<file path="src/rtl/cmp1_pkg.sv">
/*
 * constants, field layout and carrier types for the second comparator's
 * control register bank.
 * assumes an 8-bit register port and a 20 MHz system clock.
 */
package cmp1_pkg;

    // register offsets on the register port
    localparam logic [7:0] CMP1_OFS_CTRL = 8'h9A;
    localparam logic [7:0] CMP1_OFS_MODE = 8'h9C;
    localparam logic [7:0] CMP1_OFS_MUX  = 8'h9F;

    // values after reset
    localparam logic [7:0] CMP1_RST_CTRL = 8'h00;
    localparam logic [7:0] CMP1_RST_MODE = 8'h02;
    localparam logic [7:0] CMP1_RST_MUX  = 8'h00;

    // control register fields
    localparam int CMP1_CTRL_EN     = 7;
    localparam int CMP1_CTRL_RESULT = 6;
    localparam int CMP1_CTRL_RISE   = 5;
    localparam int CMP1_CTRL_FALL   = 4;
    localparam int CMP1_CTRL_HYP_LO = 2;
    localparam int CMP1_CTRL_HYN_LO = 0;

    // mode register fields
    localparam int CMP1_MODE_RIE    = 5;
    localparam int CMP1_MODE_FIE    = 4;
    localparam int CMP1_MODE_MD_LO  = 0;

    // input select register fields
    localparam int CMP1_MUX_N_LO    = 4;
    localparam int CMP1_MUX_P_LO    = 0;

    // bits that software can store; the rest read as zero
    localparam logic [7:0] CMP1_MASK_MODE = 8'h33;
    localparam logic [7:0] CMP1_MASK_MUX  = 8'h33;

    // flag indices for the sticky edge flags
    localparam int CMP1_FLAG_RISE = 0;
    localparam int CMP1_FLAG_FALL = 1;
    localparam int CMP1_NFLAGS    = 2;

    // power-up settling time of the analog comparator
    localparam int CMP1_CLK_HZ        = 20_000_000;
    localparam int CMP1_PWRUP_US      = 10;
    localparam int CMP1_PWRUP_CYC     = (CMP1_PWRUP_US * (CMP1_CLK_HZ / 1_000_000) < 1) ? 1 :
                                        CMP1_PWRUP_US * (CMP1_CLK_HZ / 1_000_000);
    localparam int CMP1_CNT_W         = 8;

    // power state, gray coded along off -> warming -> ready
    typedef enum logic [1:0] {
        CMP1_PWR_OFF  = 2'b00,
        CMP1_PWR_WARM = 2'b01,
        CMP1_PWR_RDY  = 2'b11
    } cmp1_pwr_t;

    // one register port request
    typedef struct packed {
        logic [7:0] addr;
        logic [7:0] wdata;
        logic       wr;
        logic       rd;
    } cmp1_bus_req_t;

    // configuration driven to the analog comparator
    typedef struct packed {
        logic       enable;
        logic [1:0] pos_hysteresis_sel;
        logic [1:0] neg_hysteresis_sel;
        logic [1:0] pos_input_sel;
        logic [1:0] neg_input_sel;
        logic [1:0] response_mode_sel;
    } cmp1_cfg_t;

endpackage : cmp1_pkg

</file>
<file path="src/rtl/cmp1_flag.sv">
/*
 * one sticky event flag: hardware sets, software writes.
 * assumes set and write arrive on the same system clock.
 */
`timescale 1ns/10ps
`default_nettype none

module cmp1_flag (
    input  wire logic clk,
    input  wire logic rst_b,
    input  wire logic set,
    input  wire logic wr_en,
    input  wire logic wr_val,
    output logic      flag_r
);
    import cmp1_pkg::*;

    logic flag_nxt;

    // a set in the same cycle as a clear wins, so no event is lost
    assign flag_nxt = set | (wr_en ? wr_val : flag_r);

    always_ff @(posedge clk) begin
        if (!rst_b) begin
            flag_r <= 1'b0;
        end else begin
            flag_r <= flag_nxt;
        end
    end

endmodule : cmp1_flag

`default_nettype wire

</file>
<file path="src/rtl/cmp1_regs.sv">
/*
 * register bank and edge-event logic of the second analog comparator.
 * assumes a register port master on the same clock with one-cycle strobes,
 * read data expected in the cycle after the read strobe, and an analog
 * comparator whose raw output arrives asynchronously.
 * the settled status only counts cycles after the enable; it cannot see
 * the analog stage, so a slow stage may still be settling when it rises.
 * edge flags are not masked during power-up: software clears them once
 * the stage has settled, which keeps this block free of analog timing.
 */
//
// Behaviour
// enable bit 7 of control powers the comparator up; 0 keeps it off
// bit 6 of control reads the live comparator result, read-only
// bit 5 of control is set by a rising output transition
// bit 4 of control is set by a falling output transition
// control bits 3..2 drive positive hysteresis: off, 5, 10, 20 mV
// control bits 1..0 drive negative hysteresis with the same coding
// input select bits 5..4 choose the negative input pin
// input select bits 1..0 choose the positive input pin
// unused bits of select and mode registers read zero, writes ignored
// rising events request an interrupt only while mode bit 5 is set
// falling events request an interrupt only while mode bit 4 is set
// mode bits 1..0 drive response time, 0 fastest, 3 lowest power
// software waits about 10 us after enabling before trusting output
// edge flags stay set until software writes them to zero
// software clears both flags after enabling or changing mode bits
// comparator output on a port pin is low while disabled
// comparator output passes a two-stage synchroniser before edge detect
// interrupt is flag-and-enable per edge; hardware set beats clear
//
`timescale 1ns/10ps
`default_nettype none

module cmp1_regs (
    input  wire logic                    clk,
    input  wire logic                    rst_b,
    input  wire cmp1_pkg::cmp1_bus_req_t bus_req,
    output logic [7:0]                   rdata_r,
    input  wire logic                    cmp_raw,
    output cmp1_pkg::cmp1_cfg_t          cfg_r,
    output logic                         pin_out_r,
    output logic                         irq_r,
    output logic                         settled_r
);
    import cmp1_pkg::*;

    // address decode used for both reads and writes
    function automatic logic hit(input logic [7:0] addr, input logic [7:0] ofs);
        hit = (addr == ofs);
    endfunction : hit

    // software-held fields of the three registers
    logic       en_r;
    logic [1:0] hyp_r;
    logic [1:0] hyn_r;
    logic [1:0] nsel_r;
    logic [1:0] psel_r;
    logic       rie_r;
    logic       fie_r;
    logic [1:0] md_r;

    logic       en_nxt;
    logic [1:0] hyp_nxt;
    logic [1:0] hyn_nxt;
    logic [1:0] nsel_nxt;
    logic [1:0] psel_nxt;
    logic       rie_nxt;
    logic       fie_nxt;
    logic [1:0] md_nxt;

    // decoded strobes
    wire        hit_ctrl;
    wire        hit_mode;
    wire        hit_mux;
    wire        wr_ctrl;
    wire        wr_mode;
    wire        wr_mux;

    // comparator output path
    logic       cmp_sync;
    wire        cmp_live;
    logic       cmp_prev_r;
    logic       cmp_prev_nxt;
    wire        rise_evt;
    wire        fall_evt;

    // sticky flags, one per edge direction
    logic [CMP1_NFLAGS-1:0] flag_q;
    wire  [CMP1_NFLAGS-1:0] flag_set;
    wire  [CMP1_NFLAGS-1:0] flag_wval;

    // read path
    wire  [7:0] ctrl_view;
    wire  [7:0] mode_view;
    wire  [7:0] mux_view;
    wire  [7:0] rd_mux;
    logic [7:0] rdata_nxt;

    // interrupt and port pin
    wire        irq_nxt;
    wire        pin_nxt;
    cmp1_cfg_t  cfg_nxt;

    // power-up tracking
    cmp1_pwr_t              pwr_r;
    cmp1_pwr_t              pwr_nxt;
    logic [CMP1_CNT_W-1:0]  cnt_r;
    logic [CMP1_CNT_W-1:0]  cnt_nxt;
    wire                    cnt_done;
    wire                    settled_nxt;

    localparam logic [CMP1_CNT_W-1:0] PWRUP_LAST = CMP1_CNT_W'(CMP1_PWRUP_CYC - 1);

    // configuration port value while reset holds, built from the register
    // reset values so the port and the registers can never disagree
    localparam cmp1_cfg_t CFG_RST = '{
        enable:             CMP1_RST_CTRL[CMP1_CTRL_EN],
        pos_hysteresis_sel: CMP1_RST_CTRL[CMP1_CTRL_HYP_LO +: 2],
        neg_hysteresis_sel: CMP1_RST_CTRL[CMP1_CTRL_HYN_LO +: 2],
        pos_input_sel:      CMP1_RST_MUX[CMP1_MUX_P_LO +: 2],
        neg_input_sel:      CMP1_RST_MUX[CMP1_MUX_N_LO +: 2],
        response_mode_sel:  CMP1_RST_MODE[CMP1_MODE_MD_LO +: 2]
    };

    // register port decode; strobes are never both high at once
    assign hit_ctrl = hit(bus_req.addr, CMP1_OFS_CTRL);
    assign hit_mode = hit(bus_req.addr, CMP1_OFS_MODE);
    assign hit_mux  = hit(bus_req.addr, CMP1_OFS_MUX);
    assign wr_ctrl  = bus_req.wr & hit_ctrl;
    assign wr_mode  = bus_req.wr & hit_mode;
    assign wr_mux   = bus_req.wr & hit_mux;

    // control register write; bit 6 is read-only and not stored
    assign en_nxt   = wr_ctrl ? bus_req.wdata[CMP1_CTRL_EN] : en_r;
    assign hyp_nxt  = wr_ctrl ? bus_req.wdata[CMP1_CTRL_HYP_LO +: 2] : hyp_r;
    assign hyn_nxt  = wr_ctrl ? bus_req.wdata[CMP1_CTRL_HYN_LO +: 2] : hyn_r;

    // input select write; bits 7..6 and 3..2 are dropped
    assign nsel_nxt = wr_mux ? bus_req.wdata[CMP1_MUX_N_LO +: 2] : nsel_r;
    assign psel_nxt = wr_mux ? bus_req.wdata[CMP1_MUX_P_LO +: 2] : psel_r;

    // mode write; unused positions are dropped as well
    assign rie_nxt  = wr_mode ? bus_req.wdata[CMP1_MODE_RIE] : rie_r;
    assign fie_nxt  = wr_mode ? bus_req.wdata[CMP1_MODE_FIE] : fie_r;
    assign md_nxt   = wr_mode ? bus_req.wdata[CMP1_MODE_MD_LO +: 2] : md_r;

    // configuration registers
    always_ff @(posedge clk) begin
        if (!rst_b) begin
            en_r   <= CMP1_RST_CTRL[CMP1_CTRL_EN];
            hyp_r  <= CMP1_RST_CTRL[CMP1_CTRL_HYP_LO +: 2];
            hyn_r  <= CMP1_RST_CTRL[CMP1_CTRL_HYN_LO +: 2];
            nsel_r <= CMP1_RST_MUX[CMP1_MUX_N_LO +: 2];
            psel_r <= CMP1_RST_MUX[CMP1_MUX_P_LO +: 2];
            rie_r  <= CMP1_RST_MODE[CMP1_MODE_RIE];
            fie_r  <= CMP1_RST_MODE[CMP1_MODE_FIE];
            md_r   <= CMP1_RST_MODE[CMP1_MODE_MD_LO +: 2];
        end else begin
            en_r   <= en_nxt;
            hyp_r  <= hyp_nxt;
            hyn_r  <= hyn_nxt;
            nsel_r <= nsel_nxt;
            psel_r <= psel_nxt;
            rie_r  <= rie_nxt;
            fie_r  <= fie_nxt;
            md_r   <= md_nxt;
        end
    end

    // configuration out to the analog side, registered copy of the fields
    // codes pass through undecoded; the analog stage owns their meaning
    always_comb begin
        cfg_nxt                    = '0;
        cfg_nxt.enable             = en_nxt;
        cfg_nxt.pos_hysteresis_sel = hyp_nxt;
        cfg_nxt.neg_hysteresis_sel = hyn_nxt;
        cfg_nxt.pos_input_sel      = psel_nxt;
        cfg_nxt.neg_input_sel      = nsel_nxt;
        cfg_nxt.response_mode_sel  = md_nxt;
    end

    // driven from the next values so cfg_r equals the register bits exactly
    always_ff @(posedge clk) begin
        if (!rst_b) begin
            cfg_r <= CFG_RST;
        end else begin
            cfg_r <= cfg_nxt;
        end
    end

    // raw output is asynchronous to clk, so it is synchronised first
    // the pin copy uses the synchronised value as well, so it lags the raw
    // output by three edges; an unsynchronised pin route is not offered
    cmp1_sync u_sync (
        .clk      (clk),
        .rst_b    (rst_b),
        .async_in (cmp_raw),
        .sync_out (cmp_sync)
    );

    // a powered-down comparator reads low and drives its pin low
    assign cmp_live     = en_r & cmp_sync;
    assign cmp_prev_nxt = cmp_live;

    // previous sample for edge detection; never reads the first stage
    always_ff @(posedge clk) begin
        if (!rst_b) begin
            cmp_prev_r <= 1'b0;
        end else begin
            cmp_prev_r <= cmp_prev_nxt;
        end
    end

    // edges compare successive synchronised samples; turning the
    // comparator off is not an output transition, so only count while on
    assign rise_evt = en_r &  cmp_live & ~cmp_prev_r;
    assign fall_evt = en_r & ~cmp_live &  cmp_prev_r;

    // per-flag set and write value, indexed by the flag position
    assign flag_set[CMP1_FLAG_RISE]  = rise_evt;
    assign flag_set[CMP1_FLAG_FALL]  = fall_evt;
    assign flag_wval[CMP1_FLAG_RISE] = bus_req.wdata[CMP1_CTRL_RISE];
    assign flag_wval[CMP1_FLAG_FALL] = bus_req.wdata[CMP1_CTRL_FALL];

    // sticky flags; only a software write can lower them
    // the write value comes straight from the data bus, so writing 1 sets
    // a flag by software, which lets a handler force the request
    generate
        for (genvar i = 0; i < CMP1_NFLAGS; i++) begin : g_flag
            cmp1_flag u_flag (
                .clk    (clk),
                .rst_b  (rst_b),
                .set    (flag_set[i]),
                .wr_en  (wr_ctrl),
                .wr_val (flag_wval[i]),
                .flag_r (flag_q[i])
            );
        end
    endgenerate

    // interrupt request, one cycle behind the flags it reflects
    // it is a level with no pending bit of its own: it stays up until
    // software clears the flag or the matching enable
    assign irq_nxt = (flag_q[CMP1_FLAG_RISE] & rie_r)
                   | (flag_q[CMP1_FLAG_FALL] & fie_r);

    // port pin copy of the result; low whenever the comparator is off
    assign pin_nxt = en_r & cmp_live;

    always_ff @(posedge clk) begin
        if (!rst_b) begin
            irq_r     <= 1'b0;
            pin_out_r <= 1'b0;
        end else begin
            irq_r     <= irq_nxt;
            pin_out_r <= pin_nxt;
        end
    end

    // register views as software reads them
    // reads have no side effect: flags drop only on an explicit write,
    // so a polling loop cannot lose an edge
    assign ctrl_view = {en_r, cmp_live, flag_q[CMP1_FLAG_RISE],
                        flag_q[CMP1_FLAG_FALL], hyp_r, hyn_r};
    assign mode_view = {2'b00, rie_r, fie_r, 2'b00, md_r} & CMP1_MASK_MODE;
    assign mux_view  = {2'b00, nsel_r, 2'b00, psel_r} & CMP1_MASK_MUX;

    // unmapped addresses read as zero
    assign rd_mux = hit_ctrl ? ctrl_view :
                    hit_mode ? mode_view :
                    hit_mux  ? mux_view  : 8'h00;

    // read data stands only in the cycle after the strobe, zero otherwise
    assign rdata_nxt = bus_req.rd ? rd_mux : 8'h00;

    always_ff @(posedge clk) begin
        if (!rst_b) begin
            rdata_r <= 8'h00;
        end else begin
            rdata_r <= rdata_nxt;
        end
    end

    // power-up tracker: a status hint only, it never masks flags, since
    // software owns the settling wait and the flag clean-up after it
    // settled rises CMP1_PWRUP_CYC + 1 edges after the enabling write:
    // one edge to leave the off state, then the full count while warming
    assign cnt_done = (cnt_r == PWRUP_LAST);

    always_comb begin
        pwr_nxt = pwr_r;
        cnt_nxt = cnt_r;
        case (pwr_r)
            // off: counter parked at zero until the enable appears
            CMP1_PWR_OFF: begin
                cnt_nxt = '0;
                if (en_r) begin
                    pwr_nxt = CMP1_PWR_WARM;
                end
            end
            // warming: a disable in mid-count drops straight back to off
            CMP1_PWR_WARM: begin
                cnt_nxt = cnt_r + CMP1_CNT_W'(1);
                if (!en_r) begin
                    pwr_nxt = CMP1_PWR_OFF;
                    cnt_nxt = '0;
                end else if (cnt_done) begin
                    pwr_nxt = CMP1_PWR_RDY;
                    cnt_nxt = '0;
                end
            end
            // ready: holds until software clears the enable
            CMP1_PWR_RDY: begin
                cnt_nxt = '0;
                if (!en_r) begin
                    pwr_nxt = CMP1_PWR_OFF;
                end
            end
            default: begin
                pwr_nxt = CMP1_PWR_OFF;
                cnt_nxt = '0;
            end
        endcase
    end

    // settled goes high with the ready state and drops one edge after the enable clears
    assign settled_nxt = (pwr_nxt == CMP1_PWR_RDY);

    always_ff @(posedge clk) begin
        if (!rst_b) begin
            pwr_r     <= CMP1_PWR_OFF;
            cnt_r     <= '0;
            settled_r <= 1'b0;
        end else begin
            pwr_r     <= pwr_nxt;
            cnt_r     <= cnt_nxt;
            settled_r <= settled_nxt;
        end
    end

endmodule : cmp1_regs

`default_nettype wire

</file>
<file path="src/rtl/cmp1_sync.sv">
/*
 * two-stage synchroniser for the asynchronous comparator output.
 * assumes a single system clock and synchronous active-low reset.
 */
`timescale 1ns/10ps
`default_nettype none

module cmp1_sync (
    input  wire logic clk,
    input  wire logic rst_b,
    input  wire logic async_in,
    output logic      sync_out
);
    import cmp1_pkg::*;

    logic meta_r;

    // first stage feeds only the second stage
    always_ff @(posedge clk) begin
        if (!rst_b) begin
            meta_r   <= 1'b0;
            sync_out <= 1'b0;
        end else begin
            meta_r   <= async_in;
            sync_out <= meta_r;
        end
    end

endmodule : cmp1_sync

`default_nettype wire

</file>
<file path="config.mk">
export PLATFORM = sky130hd
export DESIGN_NAME = cmp1_regs
export DESIGN_NICKNAME = d
export VERILOG_FILES = /design/src/rtl/cmp1_pkg.sv /design/src/rtl/cmp1_flag.sv /design/src/rtl/cmp1_regs.sv /design/src/rtl/cmp1_sync.sv
export SDC_FILE = /design/constraint.sdc
export NUM_CORES = 1
export LEC_CHECK = 0
export BUFFER_PORTS_ARGS = -buffer_cell sky130_fd_sc_hd__buf_4
export CORE_ASPECT_RATIO = 1.25
export CORE_MARGIN = 5
export CORE_UTILIZATION = 40
export CTS_CLUSTER_DIAMETER = 150
export DETAILED_ROUTE_END_ITERATION = 10
export GPL_ROUTABILITY_DRIVEN = 0
export GPL_TIMING_DRIVEN = 0
export SYNTH_ARGS = -nofsm -noshare
export SYNTH_HDL_FRONTEND = slang
export SYNTH_SLANG_ARGS = --single-unit
</file>
<file path="constraint.sdc">
create_clock -name clk -period 2.8 [get_ports clk]
set_input_delay 0.14 -clock clk [delete_from_list [all_inputs] [get_ports clk]]
set_output_delay 0.14 -clock clk [all_outputs]
set_load 0.05 [all_outputs]
</file>
Word-level counts from Yosys, hierarchy flattened. Cells that the tools add are included.

Flip-flop bits (word level): 39. Input port bits: 21. Output and inout port bits: 22. Logic and storage cells: 64.

Add/sub/neg operators: 1. Eq/ne operators: 7. Multiplexer cells: 16. Bitwise logic cells: 18. Reduce and logical (&&, ||, !) cells: 3.

Operators with widths (number): $eq 8x8->1 const B (4); $mux 2 (9); $mux 6 (2); $and 1x1->1 (10); $add 8x1->8 const B (1); $mux 8 (1); $pmux 2 s3 (1); $not 1->1 (5); $eq 2x2->1 const B (2); $reduce_or 4->1 (1); $mux 1 (3); $or 1x1->1 (3); $eq 2x1->1 const B (1); $logic_not 2->1 (1); $reduce_and 2->1 (1).

Logic depth before layout (Yosys ltp). Gate-level depths: netlist (run 1).

Depth after elaboration: 5. Gate-level depth with buffers: 5. Gate-level depth less buffers: 4.

Modules after synthesis. From an unflattened synthesis (run 1), not the netlist that was laid out.

Cells, all modules: 160. Area total of the unflattened synthesis: 1601.5 um^2.

By module, submodules not included: cmp1_regs (instances 1, cells each 150, area each 1471.4 um^2, sequential area each 680.7 um^2); cmp1_flag (instances 2, cells each 3, area each 38.8 um^2, sequential area each 20.0 um^2); cmp1_sync (instances 1, cells each 4, area each 52.6 um^2, sequential area each 40.0 um^2).

Worst setup path after synthesis (run 1). OpenSTA, ideal clock, no wires.

Path type: reg2reg. Start point: register cnt_r[0]. End point: register cnt_r[5]. Setup time: 0.070 ns. Data arrival time: 1.274 ns. Data required time: 2.730 ns. Path slack: 1.456 ns. Stages on the path, launching flop included: 5. Path buffers: 0. Clock period less this slack: 1.344 ns. Path through: dfxtp_1 -> ha_1 -> and4b_1 -> a311o_1 -> a21oi_1.

Word-level cells in the longest chain between the ends: 2. Elaborated cells on any way between the ends: 3. Those cells by class: add/sub (1); eq/ne (1); reduce/logical (1).

Ends and longest elaborated chain: start, declared (RTL line cmp1_regs.sv:108) `logic [CMP1_CNT_W-1:0] cnt_r;`; start signal, assigned (RTL line cmp1_regs.sv:337) `cnt_r <= cnt_nxt;`; branches (longest 2 deep; another with $add 8x1->8).

Parallel ways; which one is timed is not known. A chain may end at the register's enable or synchronous reset.

Worst setup path after layout (run 1).
Start point: register cnt_r[0]. End point: register cnt_r[2].

Same word-level chain as after synthesis.

==> key figures, run 1 <==
STA
  • Tmin final: around 1.5 ns
  • Worst hold slack: between 0.05 and 0.06 ns
  • Period Utilization, post-route: 53.7%
  • Slew Viols, Final: 0
  • Worst-Margin Slew: around 0.53 ns
  • Rel. slew slack: approximately two thirds
  • Setup Viol. Count Final: 0
  • Unrepaired setup endpoints after global routing: no
  • Setup TNS: 0 ns
  • Max frequency: between 0.6 and 0.7 GHz
  • Hold Fails Final Rpt: 0
  • Clock skew: about 0.0026 ns

CTS
  • Inserted Clock Buffers: 5
  • CTS Buffer Depth: 2
  • CTS tree: yes
  • Hold buffers post-CTS: 0
  • CTS H-tree lvls: 2
  • CTS resizes: 0
  • Clk_lat worst skew: 0.29 ns
  • Worst-path clk slew: approximately 0.07 ns
  • CTS Sinks: 38
  • Root buf cell: clkbuf_8
  • Setup bufs post-CTS: 0

Synthesis
  • Flops & latches, synth: 38
  • Synth area leader: dfxtp_1
  • Mux cell area share after synthesis: 0%
  • Synth Area in Compound Gates: 20.2%
  • Synth Area per Inst: 9.54 um2
  • Syn Nets: between 150 and 200
  • Top post-synthesis cells by area: dfxtp_1 (46%), a21oi_1 (6.0%), nand4_1 (5.3%)
  • Number of synthesized flops with an enable pin: 0
  • Largest family of logic cells by synthesized area: simple AND/OR/NAND/NOR gates
  • Simple logic cell fraction of the synthesized area: about a quarter
  • Top post-synthesis cells by count: dfxtp_1 (38), a21oi_1 (20), nand4_1 (14)
  • Post-Synth Adder-Cell Area: 0.754%
  • Top-count cell post-synth: dfxtp_1
  • Seq/Total Area, Yosys: between 40 and 50%
  • Post-synth ARST share: 0%
  • Yosys warnings: 0
  • Synthesized area: about 0.0017 mm2
  • Post-Synth XOR/XNOR Area: under 10%
  • Cells after Synth: between 150 and 200
  • Yosys top cell area share: 45.9%
  • Synth Flop Type: dfxtp_1
  • Post-synth cell types: 37

Setup path
  • Worst Path Buf+Inv: 0
  • CP Launch Type: register
  • Top cell family by delay on the critical path: compound AO/OA/AOI/OAI gates
  • Critical Path Max Stage Delay: 0.47 ns
  • Crit path capture type: register
  • CP required: between 3 and 4 ns
  • CP cell instances: ha_1 > and4b_1 > a311o_1 > nor2_1
  • Worst EP arrival: 1.72 ns
  • Critical path class: register to register
  • CP max-delay cell: a311o_1
  • Crit-path max FO: 8

Placement
  • Placed cells: 270
  • Hpwl dp: 3200 um
  • Port bufs: 40

Floorplanning
  • Die ar.: 0.00554 mm2
  • Row count: 26
  • Die W: ~68 um
  • Core outline area: around 0.0041 mm2
  • Die extent in y: ~82 um
  • Initial Util: around two fifths
  • Io pins: 43

Route
  • Vias per inst: approximately 5.4
  • Final wirelength: between 4000 and 5000 um
  • Via count: 1497
  • Initial DRC count: a little over 90
  • Drt pass-1 iters: 4
  • Routed len/inst: roughly 15 um
  • Number of remaining DRC errors: 0
  • DRT antenna net count: 0

Hold path
  • Hold WC Path Type: input port to register

GRT
  • Vias in the first global route: ~1400
  • Initial antenna violation count: 0
  • Global route overflow: 0
  • Gr usage total: 16.2%
  • Largest net degree at the start of global routing: 13
  • First-pass GRT wire length: 6660 um

Outcome
  • Outcome: finished, final reports clean

Cells and area
  • Ant. Diodes: 0
  • Cell Count, Final, Fillers Out: between 200 and 300
  • Area Growth Syn to Fin: 28.9%
  • Ratio of cells with drive above 1 in the final layout: between 20% and 30%
  • Layout Nets: between 200 and 250

Job
  • Max cap viols: 0

Power and ir drop
  • Leakage Power: ~0.8 nW
  • PwrDens: about 500 mW/mm2
  • Peak supply drop: roughly 0.25 mV
sequential cells by signal, indices dropped and copies added (netlist names):
register	cells
pwr_r	2
u_sync.meta_r	1
rie_r	1
irq_r	1
cnt_r	8
u_sync.sync_out	1
settled_r	1
fie_r	1
cfg_r	11
g_flag.u_flag.flag_r	2
rdata_r	8
cmp_prev_r	1
area by class of cell:
class                      count  area [um2]
fill                         388        1930
multi-input combinational    117         787
sequential                    38         761
timing repair buffer          40         300
buffer                        16         100
tap                           56        70.1
clock buffer                   5        68.8
clock inverter                 3        40.0
inverter                       3        11.3
through the flow:
step | power, mW | utilization, % | area (um2) | worst slack [ns]
2_1_floorplan | 0.592 | - | 1660 | 1.46
3_3_place_gp | 0.626 | 49.9 | 2030 | 1.34
3_5_place_dp | 0.627 | 49.9 | 2030 | 1.28
4_1_cts | 1.07 | 52.6 | 2140 | 1.26
5_1_grt | 1.10 | 52.6 | 2140 | 1.20
6_report | 1.06 | 52.6 | 2140 | 1.30
cell families after synthesis:
kind of cell / count (synthesis)
AND/OR/NAND/NOR: 65
AO/OA/AOI/OAI: 48
flip-flops: 38
buffers and inverters: 19
XOR/XNOR: 3
adder cells (fa/ha/maj): 1
final timing paths:
| path | startpoint | to | slack, ns | cells after the start |
|---|---|---|---|---|
| setup / recovery | cnt_r[0] | cnt_r[2] | 1.30 | 4 |
| hold / removal | cmp_raw | u_sync.meta_r | 0.06 | 2 |
| hold reg to reg | u_sync.meta_r | u_sync.sync_out | 0.44 | 1 |
| setup reg to reg | cnt_r[0] | cnt_r[2] | 1.30 | 4 |
cell usage in the layout, fill, tap and decap left out, types with 5 or more instances in the layout:
master and instances:
nand3b_1 6, nand2_1 5, and3_1 5, nand4_1 14
buf_4 43, clkbuf_1 5, and2_1 6, a21oi_1 20
clkbuf_8 5, dfxtp_1 38, nor2_1 9, o31ai_1 11
buf_2 5
where the power goes:
part | total, mW | internal (mW) | switching (mW)
logic | 0.0724 | 0.0322 | 0.0402
registers | 0.543 | 0.542 | 0.000834
clock network | 0.447 | 0.262 | 0.185
total | 1.06 | 0.836 | 0.226
per-layer routing:
| metal | GRT usage (%) | part of all wire, % | up-vias |
|---|---|---|---|
| met5 | 0 | 0 | - |
| met4 | 5.48 | 1.3 | 0 |
| met3 | 4.38 | 6.0 | 6 |
| met2 | 29.6 | 54 | 39 |
| met1 | 17.5 | 39 | 709 |
| li1 | - | - | 743 |
worst reg2reg max path, cell delays in order (launching register included):
cell     delay (ns)
dfxtp_1        0.33
ha_1           0.25
and4b_1        0.22
a311o_1        0.47
nor2_1         0.16
(Power assumes the default switching activity.)
==> run 2, diff against run 1 <==
--- a/config.mk
+++ b/config.mk
@@ -5,6 +5,7 @@
 export SDC_FILE = /design/constraint.sdc
 export NUM_CORES = 1
 export LEC_CHECK = 0
+export ABC_AREA = 1
 export BUFFER_PORTS_ARGS = -buffer_cell sky130_fd_sc_hd__buf_4
 export CORE_ASPECT_RATIO = 1.25
 export CORE_MARGIN = 5
@@ -13,6 +14,7 @@
 export DETAILED_ROUTE_END_ITERATION = 10
 export GPL_ROUTABILITY_DRIVEN = 0
 export GPL_TIMING_DRIVEN = 0
+export PLACE_DENSITY = 0.66
 export SYNTH_ARGS = -nofsm -noshare
 export SYNTH_HDL_FRONTEND = slang
 export SYNTH_SLANG_ARGS = --single-unit
==> constraint.sdc (replaced) <==
create_clock -name clk -period 1.3 [get_ports clk]
set_input_delay 0.065 -clock clk [delete_from_list [all_inputs] [get_ports clk]]
set_output_delay 0.065 -clock clk [all_outputs]
set_load 0.05 [all_outputs]
==> key figures, run 2 <==
GRT
  • Vias in the first global route: 1348 (was 1421)
  • Initial antenna violation count: 0 (unchanged)
  • Gr usage total: 14.4% (was 16.2%)
  • First-pass GRT wire length: 5930 um (was 6660 um)
  • Global route overflow: 0 (unchanged)
  • Largest net degree at the start of global routing: 11 (was 13)

CTS
  • Root buf cell: clkbuf_8 (unchanged)
  • Setup bufs post-CTS: 0 (unchanged)
  • CTS Sinks: 38 (unchanged)
  • Worst-path clk slew: 0.07 ns (about the same)
  • Clk_lat worst skew: 0.28 ns (was 0.29 ns)
  • Inserted Clock Buffers: 5 (unchanged)
  • CTS Buffer Depth: 2 (unchanged)
  • CTS H-tree lvls: 2 (unchanged)
  • CTS tree: yes (unchanged)

Setup path
  • Setup crit start: cnt_r[0] (unchanged)
  • Reg2reg start: cnt_r[0] (unchanged)
  • Worst EP arrival: 1.34 ns (was 1.72 ns)
  • CP Launch Type: register (unchanged)
  • CP required: 1.51 ns (was 3.02 ns)
  • Crit-path max FO: 8 (unchanged)
  • Critical path class: register to register (unchanged)
  • Crit path capture type: register (unchanged)

Cells and area
  • Core Util, Final: 52.1% (was 52.6%)
  • Ratio of cells with drive above 1 in the final layout: 24.4% (was 29.3%)
  • Largest regs: cfg_r x11, cnt_r x8, rdata_r x8 (unchanged)
  • Most frequent cells in the layout: nand2_1 (47), buf_4 (41), dfxtp_1 (38) (was buf_4 (43), dfxtp_1 (38), a21oi_1 (20))
  • Cell Count, Final, Fillers Out: 318 (was 278)
  • Area Growth Syn to Fin: 28.3% (was 28.9%)
  • Biggest register: cfg_r (unchanged)
  • Ant. Diodes: 0 (unchanged)
  • Commonest non-fill, non-tap cell in the layout: nand2_1 (was buf_4)
  • Finished Cell Area: 0.00210 mm2 (was 0.00214 mm2)
  • Layout Nets: 284 (was 243)
  • Max reg flops: 11 (unchanged)

Synthesis
  • Synthesized area: 0.00164 mm2 (was 0.00166 mm2)
  • Post-synth cell types: 25 (was 37)
  • Top-count cell post-synth: nand2_1 (was dfxtp_1)
  • Cells after Synth: 214 (was 174)
  • Number of synthesized flops with an enable pin: 0 (unchanged)
  • Post-synth ARST share: 0% (unchanged)
  • Syn Nets: 236 (was 196)
  • Yosys top cell area share: 46.4% (was 45.9%)
  • Flops & latches, synth: 38 (unchanged)
  • Top post-synthesis cells by area: dfxtp_1 (46%), nand2_1 (11%), inv_1 (7.3%) (was dfxtp_1 (46%), a21oi_1 (6.0%), nand4_1 (5.3%))
  • Top post-synthesis cells by count: nand2_1 (47), dfxtp_1 (38), inv_1 (32) (was dfxtp_1 (38), a21oi_1 (20), nand4_1 (14))
  • Seq/Total Area, Yosys: 46.4% (was 45.9%)
  • Synth Flop Type: dfxtp_1 (unchanged)
  • Synth Area per Inst: 7.65 um2 (was 9.54 um2)
  • Yosys warnings: 0 (unchanged)
  • Synth area leader: dfxtp_1 (unchanged)

Floorplanning
  • Die extent in y: 81.5 um (was 82.0 um)
  • Initial Util: 40.6% (was 40.8%)
  • Core outline area: 0.00403 mm2 (was 0.00407 mm2)
  • Die ar.: 0.00548 mm2 (was 0.00554 mm2)
  • Io pins: 43 (unchanged)
  • Row count: 26 (unchanged)
  • Die W: 67.2 um (was 67.6 um)

STA
  • Max frequency: 0.885 GHz (was 0.665 GHz)
  • Rel. slew slack: 68.6% (was 64.8%)
  • Setup ws final: 0.170 ns (was 1.30 ns)
  • Setup TNS: 0 ns (unchanged)
  • Setup Viol. Count Final: 0 (unchanged)
  • Worst-Margin Slew: 0.472 ns (was 0.528 ns)
  • Hold Fails Final Rpt: 0 (unchanged)
  • Worst hold slack: 0.00461 ns (was 0.0581 ns)
  • Tmin final: 1.13 ns (was 1.50 ns)
  • Slew Viols, Final: 0 (unchanged)
  • Period Utilization, post-route: 86.9% (was 53.7%)
  • Unrepaired setup endpoints after global routing: no (unchanged)
  • Clock skew: 0.00514 ns (was 0.00263 ns)

Placement
  • Cell Area, Placed: 0.00201 mm2 (was 0.00203 mm2)
  • Hpwl dp: 2570 um (was 3200 um)
  • Port bufs: 40 (unchanged)
  • Placed cells: 310 (was 270)
  • Pre-CTS WS: 0.0992 ns (was 1.28 ns)

Route
  • Drt pass-1 iters: 4 (unchanged)
  • Via count: 1440 (was 1497)
  • Number of remaining DRC errors: 0 (unchanged)
  • DRT antenna net count: 0 (unchanged)
  • Final wirelength: 3360 um (was 4160 um)
  • Initial DRC count: 64 (was 92)
  • Vias per inst: 4.53 (was 5.38)
  • Routed len/inst: 10.6 um (was 15.0 um)

Hold path
  • Hold path start: bus_req[4] (was cmp_raw)
  • Hold WC Path Type: input port to register (unchanged)

Power and ir drop
  • Peak supply drop: 0.624 mV (was 0.251 mV)
  • Total Power: 2.04 mW (was 1.06 mW)
  • PwrDens: 973 mW/mm2 (was 497 mW/mm2)
  • Leakage Power: 0.941 nW (was 0.813 nW)

Outcome
  • Outcome: finished, final reports clean (unchanged)

Job
  • Max cap viols: 0 (unchanged)
[run 2: report_power, final]
part           total [mW]  switching [mW]  internal (mW)
registers            1.17         0.00133           1.17
clock network       0.743           0.374          0.369
logic               0.132          0.0746         0.0575
total                2.04           0.450           1.59
[run 2: worst paths after layout]
path                endpoint  slack [ns]  cells past startpoint
min                 cfg_r[8]       0.005                      3
max                 cnt_r[2]        0.17                      6
min reg2reg  u_sync.sync_out        0.42                      2
max reg2reg         cnt_r[2]        0.17                      6
[run 2: kinds of logic after synthesis]
kind of cell | after synthesis | share of synthesized area, %
compound gates | 19 | 6.11
fa+ha+maj | 1 | 0.764
xor+xnor | 4 | 2.14
buf+inv | 38 | 9.55
flops | 38 | 46.4
simple gates | 114 | 35.0
[run 2: per-layer routing]
layer	track usage [%]	vias to the layer above	wire length [um]
met3	5.47	4	185
met5	0	-	0
met2	23.8	29	1640
met1	16.7	641	1480
li1	-	766	-
met4	5.88	0	50
[run 2: area by class of cell]
| type | count | area [um2] |
|---|---|---|
| well taps | 56 | 70.1 |
| fillers | 428 | 1930 |
| inverters | 33 | 124 |
| plain buffers | 5 | 32.5 |
| flip-flops and latches | 38 | 761 |
| repair buffers | 41 | 310 |
| clock buffers | 7 | 76.3 |
| multi-input cells | 138 | 728 |
[run 2: what timing repair did]
item                                    4_1_cts  5_1_grt
endpoints found under the setup margin        0        2
gates resized for setup                       0        1
endpoints found under the hold margin         1        0
hold buffers                                  1        0
[run 2: critical path, stage by stage (launching register included)]
cell and delay (ns):
dfxtp_1 0.32, ha_1 0.20, nand2_1 0.09, nor2_1 0.05, nand2_1 0.13, nand3_4 0.13
nor3_1 0.14
==> run 3, diff against run 2 <==
--- a/config.mk
+++ b/config.mk
@@ -14,6 +14,7 @@
 export DETAILED_ROUTE_END_ITERATION = 10
 export GPL_ROUTABILITY_DRIVEN = 0
 export GPL_TIMING_DRIVEN = 0
+export HOLD_SLACK_MARGIN = 0.15
 export PLACE_DENSITY = 0.66
 export SYNTH_ARGS = -nofsm -noshare
 export SYNTH_HDL_FRONTEND = slang
==> key figures, run 3 (synthesized netlist as in run 2, its figures left out) <==
Outcome
  • Outcome: finished, final reports clean (unchanged)

Cells and area
  • Ant. Diodes: 0 (unchanged)
  • Most frequent cells in the layout: nand2_1 (47), buf_4 (41), dfxtp_1 (38) (unchanged)
  • Largest regs: cfg_r x11, cnt_r x8, rdata_r x8 (unchanged)
  • Area Growth Syn to Fin: 33.2% (was 28.3%)
  • Biggest register: cfg_r (unchanged)
  • Ratio of cells with drive above 1 in the final layout: 23.7% (was 24.4%)
  • Finished Cell Area: 0.00218 mm2 (was 0.00210 mm2)
  • Commonest non-fill, non-tap cell in the layout: nand2_1 (unchanged)
  • Max reg flops: 11 (unchanged)
  • Layout Nets: 292 (was 284)

CTS
  • CTS H-tree lvls: 2 (unchanged)
  • Setup bufs post-CTS: 0 (unchanged)
  • Root buf cell: clkbuf_8 (unchanged)
  • Worst-path clk slew: 0.07 ns (about the same)
  • CTS Buffer Depth: 2 (unchanged)
  • CTS tree: yes (unchanged)
  • CTS Sinks: 38 (unchanged)
  • Inserted Clock Buffers: 5 (unchanged)
  • Clk_lat worst skew: 0.29 ns (was 0.28 ns)

STA
  • Hold Fails Final Rpt: 0 (unchanged)
  • Worst-Margin Slew: 0.472 ns (about the same)
  • Tmin final: 1.13 ns (about the same)
  • Setup TNS: 0 ns (unchanged)
  • Period Utilization, post-route: 86.9% (about the same)
  • Setup Viol. Count Final: 0 (unchanged)
  • Unrepaired setup endpoints after global routing: no (unchanged)
  • Slew Viols, Final: 0 (unchanged)
  • Worst hold slack: 0.186 ns (was 0.00461 ns)
  • Rel. slew slack: 68.6% (about the same)
  • Max frequency: 0.885 GHz (about the same)
  • Clock skew: 0.00751 ns (was 0.00514 ns)

Floorplanning
  • Die ar.: 0.00548 mm2 (unchanged)
  • Core outline area: 0.00403 mm2 (unchanged)
  • Io pins: 43 (unchanged)
  • Initial Util: 40.6% (unchanged)
  • Die W: 67.2 um (unchanged)
  • Die extent in y: 81.5 um (unchanged)
  • Row count: 26 (unchanged)

Power and ir drop
  • Peak supply drop: 0.627 mV (was 0.624 mV)
  • Leakage Power: 0.975 nW (was 0.941 nW)
  • PwrDens: 947 mW/mm2 (was 973 mW/mm2)
  • Total Power: 2.07 mW (was 2.04 mW)

Route
  • Initial DRC count: 92 (was 64)
  • Vias per inst: 4.60 (was 4.53)
  • Final wirelength: 3450 um (was 3360 um)
  • DRT antenna net count: 0 (unchanged)
  • Drt pass-1 iters: 4 (unchanged)
  • Routed len/inst: 10.6 um (about the same)
  • Via count: 1500 (was 1440)
  • Number of remaining DRC errors: 0 (unchanged)

Setup path
  • CP cell instances: ha_1 > nand2_1 > nor2_1 > nand2_1 > nand3_4 > nor3_1 (unchanged)
  • Critical path class: register to register (unchanged)
  • Top cell family by delay on the critical path: simple AND/OR/NAND/NOR gates (unchanged)
  • Critical Path Most Common Cell: nand2_1 (unchanged)
  • Crit path capture type: register (unchanged)
  • CP required: 1.51 ns (about the same)
  • Worst Path Buf+Inv: 0 (unchanged)
  • Worst EP arrival: 1.34 ns (about the same)
  • CP Launch Type: register (unchanged)
  • Crit-path max FO: 8 (unchanged)
  • CP max-delay cell: dfxtp_1 (unchanged)
  • Critical Path Max Stage Delay: 0.32 ns (about the same)

GRT
  • Initial antenna violation count: 0 (unchanged)
  • Largest net degree at the start of global routing: 11 (unchanged)
  • Vias in the first global route: 1395 (was 1348)
  • Global route overflow: 0 (unchanged)
  • Gr usage total: 14.8% (was 14.4%)
  • First-pass GRT wire length: 6110 um (was 5930 um)

Placement
  • Port bufs: 40 (unchanged)
  • Hpwl dp: 2570 um (unchanged)
  • Cell Area, Placed: 0.00201 mm2 (unchanged)

Job
  • Max cap viols: 0 (unchanged)

Hold path
  • Hold WC Path Type: input port to register (unchanged)
run 3: final cells by class:
cell class                 count  area [um2]
buffer                         5        32.5
clock buffer                   7        76.3
fill                         417        1850
inverter                      33         124
multi-input combinational    138         728
sequential                    38         761
tap                           56        70.1
timing repair buffer          49         390
run 3: worst paths after layout:
kind	start	to	slack, ns	depth (start not counted)
setup / recovery	cnt_r[0]	cnt_r[2]	0.17	6
hold / removal	bus_req[0]	rdata_r[1]	0.19	5
setup reg to reg	cnt_r[0]	cnt_r[2]	0.17	6
hold reg to reg	u_sync.meta_r	u_sync.sync_out	0.42	2
run 3: stage by stage:
stage               setup WS, ns  std cells  util [%]
floorplan                  0.276        214         -
global placement           0.139        310      49.8
detailed placement        0.0992        310      49.8
CTS                        0.106        326      53.9
global route             0.00927        326      54.1
finish                     0.170        326      54.1
run 3: metal layers:
layer	vias up	wire, um	global-route usage [%]	share of wire (%)
li1	788	-	-	-
met1	671	1480	17.4	43
met2	37	1720	24.4	50
met3	4	200	5.47	5.8
met4	0	51	5.88	1.5
met5	-	0	0	0
run 3: power breakdown:
part           switching, mW  leakage (nW)  internal, mW
combinational         0.0787         0.630        0.0731
clock                  0.377        0.0383         0.369
sequential           0.00135         0.306          1.17
run 3: worst reg2reg max path: stages, from the launching register on:
cell,delay [ns]
dfxtp_1,0.32
ha_1,0.20
nand2_1,0.09
nor2_1,0.05
nand2_1,0.13
nand3_4,0.13
nor3_1,0.14
run 3: timing repair:
action	in CTS	in global routing
gates resized for setup	0	1
endpoints found under the setup margin	0	2
hold buffers	9	0
hold endpoints to repair	17	0
